**config.mk**
```make
export PLATFORM = sky130hd
export DESIGN_NAME = rsso_core
export DESIGN_NICKNAME = d
export VERILOG_FILES = /design/src/shared/rsso_pkg.sv /design/src/hdl/rsso_core.sv
export SDC_FILE = /design/constraint.sdc
export NUM_CORES = 1
export LEC_CHECK = 0
export ABC_AREA = 1
export BUFFER_PORTS_ARGS = -buffer_cell sky130_fd_sc_hd__buf_2
export CAP_MARGIN = 20
export CELL_PAD_IN_SITES_DETAIL_PLACEMENT = 0
export CELL_PAD_IN_SITES_GLOBAL_PLACEMENT = 1
export CORE_ASPECT_RATIO = 1.2
export CORE_UTILIZATION = 38
export CTS_BUF_LIST = sky130_fd_sc_hd__clkbuf_16
export CTS_CLUSTER_SIZE = 20
export DETAILED_ROUTE_END_ITERATION = 7
export PLACE_DENSITY = 0.77
export SETUP_SLACK_MARGIN = 0.05
export SLEW_MARGIN = 20
export SYNTH_ARGS = -nofsm -noshare
export SYNTH_HDL_FRONTEND = slang
export SYNTH_SLANG_ARGS = --single-unit
export TNS_END_PERCENT = 20
```
**constraint.sdc**
```tcl
create_clock -name CLK -period 2.2 [get_ports CLK]
set_input_delay 0.11 -clock CLK [delete_from_list [all_inputs] [get_ports CLK]]
set_output_delay 0.11 -clock CLK [all_outputs]
set_load 0.05 [all_outputs]
```
**src/shared/rsso_pkg.sv**
```systemverilog
// Constants and types shared by the rotate/subtract/skip datapath
package rsso_pkg;

  // ****************************************************************
  // Operation codes
  // ****************************************************************
  localparam logic [1:0] OP_ROTATE_RIGHT_THRU_CARRY_TO_ACC = 2'h0;
  localparam logic [1:0] OP_SUBTRACT_BORROW_TO_ACC         = 2'h1;
  localparam logic [1:0] OP_SUBTRACT_BORROW_TO_MEM         = 2'h2;
  localparam logic [1:0] OP_DECREMENT_SKIP_IF_NIL_MEM      = 2'h3;

  // ****************************************************************
  // Data layout and reset values
  // ****************************************************************
  localparam int         DATA_MSB      = 7;
  localparam int         NIBBLE_MSB    = 3;
  localparam logic [7:0] DATA_RESET    = 8'h00;
  localparam logic       FLAG_RESET    = 1'b0;
  localparam logic [7:0] DATA_ZERO     = 8'h00;
  localparam logic [7:0] DATA_ONE      = 8'h01;

  // ****************************************************************
  // Timing: a taken skip lasts three instruction cycles, the first
  // being the execute cycle and the others dummy cycles
  // ****************************************************************
  localparam int         SKIP_TOTAL_CYCLES = 3;
  localparam logic [1:0] SKIP_DUMMY_CYCLES = 2'(SKIP_TOTAL_CYCLES - 1);

  // Sequencer states
  typedef enum logic [1:0] {
    RSSO_IDLE,
    RSSO_DUMMY
  } rsso_state_t;

endpackage : rsso_pkg

```
**src/hdl/rsso_core.sv**
```systemverilog
// Rotate, subtract-with-borrow and decrement-skip datapath of the core
`timescale 1ns/100ps
module rsso_core (
  input  wire logic       CLK,
  input  wire logic       RESETN,
  input  wire logic       START,
  input  wire logic [1:0] OPCODE,
  input  wire logic [7:0] ACC_IN,
  input  wire logic [7:0] MEM_IN,
  output logic      [7:0] ACC_OUT,
  output logic            ACC_WR,
  output logic      [7:0] MEM_OUT,
  output logic            MEM_WR,
  output logic            DONE,
  output logic            BUSY,
  output logic            SKIP,
  output logic            CARRY_FLAG,
  output logic            ZERO_FLAG,
  output logic            SIGNED_EXCESS_FLAG,
  output logic            HALF_CARRY_FLAG,
  output logic            SIGNED_BORROW_FLAG,
  output logic            CHAINED_NIL_FLAG
);
  import rsso_pkg::*;

  // ****************************************************************
  // Operand arithmetic
  // ****************************************************************
  rsso_state_t state;
  logic [1:0]  dummy_left;
  logic        take;
  logic [8:0]  diff_wide;
  logic [4:0]  diff_low;
  logic [7:0]  diff;
  logic        diff_excess;
  logic [7:0]  rotated;
  logic [7:0]  decremented;

  // A request is only taken between instructions; dummy cycles refuse it
  assign take = START && (state == RSSO_IDLE);

  // Borrow-in is the inverted carry, so carry means "no borrow"
  assign diff_wide = {1'b0, ACC_IN} - {1'b0, MEM_IN}
                     - {8'h00, ~CARRY_FLAG};
  assign diff_low  = {1'b0, ACC_IN[NIBBLE_MSB:0]}
                     - {1'b0, MEM_IN[NIBBLE_MSB:0]}
                     - {4'h0, ~CARRY_FLAG};
  assign diff      = diff_wide[DATA_MSB:0];
  // Overflow: operand signs differ and result sign leaves the minuend's
  assign diff_excess = (ACC_IN[DATA_MSB] != MEM_IN[DATA_MSB])
                     && (diff[DATA_MSB] != ACC_IN[DATA_MSB]);
  assign rotated     = {CARRY_FLAG, MEM_IN[DATA_MSB:1]};
  assign decremented = MEM_IN - DATA_ONE;

  // Skip decode shared by the sequencer and the BUSY/SKIP flops, so the
  // two can never disagree on whether a skip was taken
  function automatic logic is_taken_skip(input logic [1:0] op,
                                         input logic [7:0] dec);
    return (op == OP_DECREMENT_SKIP_IF_NIL_MEM)
           && (dec == DATA_ZERO);
  endfunction : is_taken_skip

  // ****************************************************************
  // Sequencer for the dummy cycles of a taken skip
  // ****************************************************************
  // Only the decrement-skip with a zero result leaves idle
  always_ff @(posedge CLK) begin
    if (!RESETN) begin
      state      <= RSSO_IDLE;
      dummy_left <= 2'h0;
    end else begin
      case (state)
        RSSO_IDLE: begin
          if (take && is_taken_skip(OPCODE, decremented)) begin
            state      <= RSSO_DUMMY;
            dummy_left <= SKIP_DUMMY_CYCLES;
          end
        end
        RSSO_DUMMY: begin
          if (dummy_left == 2'h1) begin
            state      <= RSSO_IDLE;
            dummy_left <= 2'h0;
          end else begin
            dummy_left <= dummy_left - 2'h1;
          end
        end
        default: begin
          state      <= RSSO_IDLE;
          dummy_left <= 2'h0;
        end
      endcase
    end
  end

  // Busy and skip stand through the dummy cycles; the fetch unit
  // discards the instruction fetched under SKIP
  always_ff @(posedge CLK) begin
    if (!RESETN) begin
      BUSY <= 1'b0;
      SKIP <= 1'b0;
    end else if (take && is_taken_skip(OPCODE, decremented)) begin
      BUSY <= 1'b1;
      SKIP <= 1'b1;
    end else if (state == RSSO_DUMMY && dummy_left == 2'h1) begin
      BUSY <= 1'b0;
      SKIP <= 1'b0;
    end
  end

  // ****************************************************************
  // Result write-back strobes
  // ****************************************************************
  // Results and strobes stand one cycle after the request is taken
  always_ff @(posedge CLK) begin
    if (!RESETN) begin
      ACC_OUT <= DATA_RESET;
      ACC_WR  <= 1'b0;
      MEM_OUT <= DATA_RESET;
      MEM_WR  <= 1'b0;
      DONE    <= 1'b0;
    end else begin
      ACC_WR <= 1'b0;
      MEM_WR <= 1'b0;
      DONE   <= take;
      if (take) begin
        case (OPCODE)
          OP_ROTATE_RIGHT_THRU_CARRY_TO_ACC: begin
            ACC_OUT <= rotated;
            ACC_WR  <= 1'b1;
          end
          OP_SUBTRACT_BORROW_TO_ACC: begin
            ACC_OUT <= diff;
            ACC_WR  <= 1'b1;
          end
          OP_SUBTRACT_BORROW_TO_MEM: begin
            MEM_OUT <= diff;
            MEM_WR  <= 1'b1;
          end
          default: begin
            MEM_OUT <= decremented;
            MEM_WR  <= 1'b1;
          end
        endcase
      end
    end
  end

  // ****************************************************************
  // Status flags
  // ****************************************************************
  // Decrement-skip leaves every flag alone; rotate touches carry only
  always_ff @(posedge CLK) begin
    if (!RESETN) begin
      CARRY_FLAG         <= FLAG_RESET;
      ZERO_FLAG          <= FLAG_RESET;
      SIGNED_EXCESS_FLAG <= FLAG_RESET;
      HALF_CARRY_FLAG    <= FLAG_RESET;
      SIGNED_BORROW_FLAG <= FLAG_RESET;
      CHAINED_NIL_FLAG   <= FLAG_RESET;
    end else if (take) begin
      case (OPCODE)
        OP_ROTATE_RIGHT_THRU_CARRY_TO_ACC: begin
          CARRY_FLAG <= MEM_IN[0];
        end
        OP_SUBTRACT_BORROW_TO_ACC,
        OP_SUBTRACT_BORROW_TO_MEM: begin
          CARRY_FLAG         <= ~diff_wide[8];
          ZERO_FLAG          <= (diff == DATA_ZERO);
          SIGNED_EXCESS_FLAG <= diff_excess;
          HALF_CARRY_FLAG    <= ~diff_low[4];
          // Signed no-borrow: true sign of the difference inverted
          SIGNED_BORROW_FLAG <= ~(diff[DATA_MSB] ^ diff_excess);
          // Chained zero lets multi-byte compares keep a zero verdict
          CHAINED_NIL_FLAG   <= (diff == DATA_ZERO) && ZERO_FLAG;
        end
        default: begin
          CARRY_FLAG <= CARRY_FLAG;
        end
      endcase
    end
  end
endmodule : rsso_core

```
[After elaboration in Yosys (flattened, before gate mapping)]
Cells that the tools add are included.
Storage, ports and cells
  flip-flop bits (word level): 30
  bits of input ports: 21
Operators by class
  add/subtract/negate cells: 6
  equality and inequality tests: 9
  multiplexer cells: 13
  bitwise operators: 6
  reduce and logical (&&, ||, !) cells: 21
Operators by type and width (number)
  one-hot mux 8 bit (2 select lines): 2
  logical NOT 8 bit: 2
  AND reduction 2 bit: 6
  subtractor 8 x 8 -> 9 bit: 1
  subtractor 9 x 1 -> 9 bit: 1
  two-way mux 2 bit: 4
  one-hot mux 2 bit (2 select lines): 2
  subtractor 8 x 1 -> 8 bit, second input constant: 1
  == test 2 x 1 -> 1 bit, second input constant: 3
  logical AND 1 bit: 6
  nonzero test 2 bit: 3
  inverter 1 bit: 5
  subtractor 4 x 4 -> 5 bit: 1
  subtractor 5 x 1 -> 5 bit: 1
  == test 2 bit, second input constant: 2
  logical NOT 2 bit: 2
  two-way mux 1 bit: 4
  OR reduction 2 bit: 2
  inequality test 1 bit: 2
  inequality test 2 x 1 -> 1 bit, second input constant: 1
  inequality test 2 bit, second input constant: 1
  one-hot mux 1 bit (2 select lines): 1
  subtractor 2 x 1 -> 2 bit, second input constant: 1
  bitwise XOR 1 bit: 1

[Longest topological paths before layout]
Gate-level depths: netlist of the first run.
  depth in word-level cells: 6
  gate-level depth with buffers: 14
  mapped depth without buffers: 14

[Worst setup path after synthesis of the first run]
OpenSTA, ideal clock, no wires.
  kind: reg-to-reg
  from: reg CARRY_FLAG
  to: reg CHAINED_NIL_FLAG
  library setup time: 0.070 ns
  arrival time: 2.287 ns
  setup slack: -0.157 ns
  stages on the path, launching flop included: 11
  cell sequence: dfxtp_1 inv_1 fa_1 inv_1 fa_1 nand3b_1 nor2_1 nand3_1 nor2_1 nand4_1 a21oi_1
Between the ends
  cells in the longest elaborated chain, start to end: 4
Ends and longest elaborated chain
  from (decl): RTL line rsso_core.sv:17  | output logic CARRY_FLAG,
  from (signal assigned): RTL line rsso_core.sv:163  | CARRY_FLAG <= MEM_IN[0];
  from (signal assigned): RTL line rsso_core.sv:167  | CARRY_FLAG <= ~diff_wide[8];
  inverter 1 bit: RTL line rsso_core.sv:44  | - {8'h00, ~CARRY_FLAG};
  subtractor 9 x 1 -> 9 bit: RTL line rsso_core.sv:44
  logical NOT 8 bit: RTL line rsso_core.sv:174  | CHAINED_NIL_FLAG <= (diff == DATA_ZERO) && ZERO_FLAG;
  logical AND 1 bit: RTL line rsso_core.sv:174
  to (signal assigned): RTL line rsso_core.sv:174
  to (decl): RTL line rsso_core.sv:22  | output logic CHAINED_NIL_FLAG
No other way between the ends.
A chain may end at the register's enable or synchronous reset.

[Worst setup path in the final report of the first run]
Same ends and word-level chain as after synthesis.

==> results of run 1 <==
==> worst paths after layout <==
kind | startpoint | to | slack (ps) | cells after the start
setup / recovery | CARRY_FLAG$_SDFFE_PN0P_ | CHAINED_NIL_FLAG$_SDFFE_PN0P_ | 120 | 10
hold / removal | START | DONE$_SDFF_PN0_ | 170 | 3
setup reg to reg | CARRY_FLAG$_SDFFE_PN0P_ | CHAINED_NIL_FLAG$_SDFFE_PN0P_ | 120 | 10
hold reg to reg | ACC_OUT[6]$_SDFFE_PN0P_ | ACC_OUT[6]$_SDFFE_PN0P_ | 460 | 2
==> critical path, delay by kind of cell, from the launching register on <==
| kind | cells | cell delay (ps) |
|---|---|---|
| simple gates | 5 | 600 |
| flops | 1 | 370 |
| fa+ha+maj | 2 | 780 |
| buf+inv | 2 | 110 |
| compound gates | 1 | 140 |
==> per-stage QoR <==
stage	setup WS [ps]	instance area [um2]	utilization	total power, mW
3_5_place_dp	101.9	2461	0.4552	1.168
5_1_grt	4.438	2653	0.4906	1.955
3_3_place_gp	126.8	2461	0.4552	1.167
6_report	116.8	2653	0.4906	1.835
4_1_cts	69.95	2603	0.4814	1.831
2_1_floorplan	109.4	2172	-	1.020
==> power by group <==
part | switching [mW] | internal, mW
clock network | 0.238 | 0.414
logic | 0.420 | 0.190
registers | 0.0162 | 0.557
==> layout by cell type, fill, tap and decap left out, drive strengths merged <==
cell / instances
a21oi: 37
a31oi: 1
buf: 49
clkbuf: 5
clkinv: 2
dfxtp: 29
fa: 2
ha: 22
inv: 67
nand2: 74
nand3: 15
nand3b: 3
nand4: 4
nor2: 23
nor3: 1
o211ai: 5
o21a: 1
o21ai: 20
o21bai: 1
o221ai: 1
or2: 1
xnor2: 1
xor2: 4
==> flip-flops by register name, indices dropped and copies added (netlist names) <==
name                flops
SKIP                    1
SIGNED_BORROW_FLAG      1
CARRY_FLAG              1
HALF_CARRY_FLAG         1
dummy_left              2
SIGNED_EXCESS_FLAG      1
MEM_OUT                 8
DONE                    1
CHAINED_NIL_FLAG        1
state                   1
ACC_WR                  1
ACC_OUT                 8
MEM_WR                  1
ZERO_FLAG               1
==> what timing repair did <==
action	CTS	global route
endpoints found under the setup margin	0	9
buffers inserted	0	2
gates resized for setup	0	13
hold buffers	0	0
==> routing by layer <==
metal / vias to the layer above / wire length [um] / track usage
li1: 1105 / - / -
met1: 951 / 2638 / 0.2581
met2: 56 / 2667 / 0.3531
met3: 6 / 228 / 0.03962
met4: 0 / 85 / 0.05818
met5: - / 0 / 0
==> kinds of logic (layout without fill, tap and decap cells) <==
family	count (synthesis)	in the layout	share of synthesized area
adder cells (fa/ha/maj)	24	24	0.1454
flip-flops	29	29	0.2677
AND/OR/NAND/NOR	121	121	0.2700
buffers and inverters	71	123	0.1252
AO/OA/AOI/OAI	66	66	0.1645
XOR/XNOR	5	5	0.02712
==> cell type report <==
cell class | count | area, um2
Clock inverter | 3 | 16.27
Multi-Input combinational cell | 216 | 1349
Sequential cell | 29 | 584.3
Clock buffer | 5 | 125.1
Tap cell | 62 | 77.57
Fill cell | 564 | 2754
Inverter | 66 | 250.2
Timing Repair Buffer | 49 | 250.2
==> flow_summary_export.csv, run 1 <==
group,metric,value,unit
run_status,outcome,"complete, but fails checks",
run_status,failed_checks,"design-rule violations",
worst_setup_path,crit_fanout,4,
cts,cts_tree,"yes",
floorplan,coreArea,0.005406,mm2
worst_setup_path,cp_slowest_cell,"fa_2",
sta,min_period,2083,ps
route,drt_iter0_drc,115,
worst_setup_path,startpoint_type,"flop",
synth,ys_ff_latch,29,
route,drtPass1Iterations,6,
synth,synth_top_area_share,0.2677,
floorplan,die_w,70.96,um
global_route,grt_max_degree,17,
synth,ys_types,33,
route,dr_total_vias,2118,
route,routed_wl,5.619,mm
placed_design,port-buffer-count,47,
floorplan,die_y,84.75,um
sta,hold_slack,171.3,ps
cts,clk_pin_slew,50,ps
synth,syn_inst,316,
synth,synth_nets,361,
sta,finalHoldViolCount,0,
pwr,p_per_area,691.9,mW/mm2
placed_design,hpwl,4.480,mm
final_layout,final_cells,430,
global_route,grt_overflow,0,
cts,clkSinkCount,29,
synth,synth_ff_type,"dfxtp_1",
floorplan,ios,48,
route,antenna_left,0,
synth,ys_top_cells_by_area,"dfxtp_1, ha_1, inv_1",
sta,fin_tns_setup,0,ps
route,vias_per_cell,4.926,
min_path,hold_path_class,"input port to flop",
final_layout,layout.nets,412,
synth,synth-async-reset-ratio,0,
synth,synth-seq-area-share,0.2677,
pwr,vdd_drop_max,0.3497,mV
global_route,grt_pass1_wl,9.563,mm
floorplan,rows,29,
route,wl_per_cell,13.07,um
worst_setup_path,crit_path_cell_trace,"inv_4, fa_2, inv_2, fa_2, nand3b_1, nor2_1, nand3_1, nor2_2, nand4_1, a21oi_1",
sta,drv_slew,0,
worst_setup_path,arrival,2280,ps
sta,fin_skew,5.991,ps
global_route,track_usage,0.2048,
synth,synth_edf_count,0,
final_layout,final_layout_size_suffix_gt1_frac,0.2717,
sta,finalCritPeriodShare,0.9469,
sta,maxSlewHeadroom,0.6430,
floorplan,die_area,0.006013,mm2
synth,ys_top_cells_by_count,"inv_1, nand2_1, a21oi_1, dfxtp_1, ha_1",
route,drcViolationCount,6,
synth,synthesis.area,0.002168,mm2
sta,tightestPinTransition,534.9,ps
final_layout,area_growth,22.33,%
final_layout,insertedDiodeCount,0,
sta,finalSetupViolCount,0,
global_route,antenna_found_initial,0,
pwr,p_leak,1.408,nW
worst_setup_path,max_stage_delay,440,ps
worst_setup_path,crit_path_end_kind,"flop",
synth,synth.avg_cell_area,6.862,um2
worst_setup_path,crit_type,"flop to flop",
synth,ys.warnings.count,0,
cts,clockBufferDepth,2,
cts,worstSkewPairLatency,270,ps
cts,cts_htree_levels,2,
cts,cts_root_buf,"clkbuf_16",
sta,rsz0062_at_grt,"true",
placed_design,dp.cells,420,
floorplan,start_util,0.4011,
cts,cts_buffers,5,
sta,max_freq,480.0,MHz
synth,yosysMostFrequentCell,"inv_1",
synth,yosysTopAreaCell,"dfxtp_1",
run,timing.max_cap.violations,0,
worst_setup_path,worst_path_most_repeated_cell,"fa_2",
global_route,grt_pass1_vias,2071,
worst_setup_path,crit_required,2400,ps
placed_design,gp_congestion,0.8491,
Power figures use the tool's default switching activity.
==> run 2: changes to the inputs <==
- CORE_ASPECT_RATIO: 1.2 -> 1.5
==> flow_summary_export.csv, run 2 (same netlist as run 1, synthesis figures left out) <==
group,metric,value,unit
sta,fin_tns_setup,0,ps
worst_setup_path,worst_path_most_repeated_cell,"nand3_1",
cts,cts_buffers,5,
placed_design,gp_congestion,0.7919,
sta,min_period,2079,ps
floorplan,die_y,94.52,um
run,timing.max_cap.violations,0,
pwr,p_per_area,686.0,mW/mm2
sta,max_freq,481.0,MHz
sta,finalSetupViolCount,0,
sta,tightestPinTransition,543.1,ps
worst_setup_path,crit_required,2400,ps
pwr,vdd_drop_max,0.2630,mV
cts,clockBufferDepth,2,
route,antenna_left,0,
worst_setup_path,regToRegSetupSlack,120,ps
sta,drv_slew,0,
global_route,grt_pass1_vias,2013,
sta,fin_skew,4.176,ps
cts,clkSinkCount,29,
final_layout,reg_top3,"ACC_OUT (8), MEM_OUT (8), dummy_left (2)",
pwr,finalPower,1.820,mW
sta,rsz0062_at_grt,"true",
route,drtPass1Iterations,4,
route,drcViolationCount,0,
worst_setup_path,crit_fanout,4,
worst_setup_path,crit_type,"flop to flop",
route,routed_wl,5.728,mm
final_layout,layout.nets,414,
worst_setup_path,max_stage_delay,440,ps
cts,cts_root_buf,"clkbuf_16",
final_layout,area_growth,22.33,%
final_layout,insertedDiodeCount,0,
placed_design,place_ws,80.84,ps
sta,fin_ws,120.8,ps
sta,maxSlewHeadroom,0.6379,
run_status,outcome,"complete, no violations",
cts,clk_pin_slew,50,ps
worst_setup_path,cp_slowest_cell,"fa_2",
route,dr_total_vias,2107,
min_path,hold_path_class,"input port to flop",
global_route,antenna_found_initial,0,
sta,finalHoldViolCount,0,
route,vias_per_cell,4.789,
placed_design,hpwl,4.658,mm
final_layout,final_layout_size_suffix_gt1_frac,0.2541,
floorplan,rows,33,
route,drt_iter0_drc,61,
sta,finalCritPeriodShare,0.9451,
global_route,track_usage,0.2039,
global_route,grt_pass1_wl,9.301,mm
worst_setup_path,startpoint_type,"flop",
cts,cts_tree,"yes",
worst_setup_path,crit_path_cell_trace,"inv_1, fa_1, inv_2, fa_2, nand3b_1, nor2_1, nand3_1, nor2_2, nand3_1, a21oi_1",
floorplan,ios,48,
cts,cts_htree_levels,2,
floorplan,die_w,63.68,um
final_layout,mostFrequentLayoutCells,"inv_1, nand2_1, buf_2",
route,wl_per_cell,13.02,um
global_route,grt_max_degree,17,
pwr,p_leak,1.414,nW
final_layout,utilization,0.4830,
floorplan,coreArea,0.005492,mm2
floorplan,start_util,0.3949,
final_layout,final_common_cell,"inv_1",
worst_setup_path,arrival,2280,ps
cts,worstSkewPairLatency,270,ps
placed_design,port-buffer-count,47,
floorplan,die_area,0.006018,mm2
worst_setup_path,crit_path_end_kind,"flop",
global_route,grt_overflow,0,
## run 2: cell count changes in the layout (fill, tap and decap cells not counted), moves of 2 or more
cell	delta
inv_1	+3
buf_4	+2
inv_4	-2
inv_2	-2
clkinv_1	+2
## run 2: cell type report
type,count,area [um2]
tap,70,87.58
clock buffer,5,125.1
multi-input combinational,216,1330
fill,606,2839
sequential,29,584.3
clock inverter,3,12.51
inverter,66,247.7
timing repair buffer,51,265.3
## run 2: routing by layer
metal,up-vias,GRT usage,part of all wire
met1,968,0.2085,0.41
met4,0,0.07197,0.012
met5,-,0,0
met2,34,0.4069,0.55
li1,1101,-,-
met3,4,0.03140,0.025
## run 2: stage by stage
stage | cell area [um2] | hold WS (ps) | std cells
after floorplan | 2172 | 248.3 | 316
after global placement | 2486 | 452.2 | 430
after detailed placement | 2486 | 452.2 | 430
after CTS | 2624 | 174.5 | 438
after global routing | 2653 | 184.6 | 440
final | 2653 | 177.2 | 440
## run 2: what timing repair did
action,4_1_cts,5_1_grt
setup buffers,0,2
endpoints found under the setup margin,0,9
resized for setup,0,7
hold buffers,0,0
## run 2: power breakdown
part | switching [mW] | internal (mW)
registers | 0.0142 | 0.557
clock network | 0.232 | 0.408
logic | 0.417 | 0.191
total | 0.663 | 1.16
## run 2: critical path: cells and delay by family (launching register included)
| family | cells | cell delay, ps |
|---|---|---|
| fa+ha+maj | 2 | 810 |
| buf+inv | 2 | 140 |
| compound gates | 1 | 120 |
| flops | 1 | 350 |
| simple gates | 5 | 600 |
## run 2: path summary, 6_finish.rpt
kind                             end                     from  depth (start not counted)
max           ZERO_FLAG$_SDFFE_PN0P_  CARRY_FLAG$_SDFFE_PN0P_                         10
min                  DONE$_SDFF_PN0_                    START                          3
max reg2reg   ZERO_FLAG$_SDFFE_PN0P_  CARRY_FLAG$_SDFFE_PN0P_                         10
min reg2reg  ACC_OUT[6]$_SDFFE_PN0P_  ACC_OUT[6]$_SDFFE_PN0P_                          2
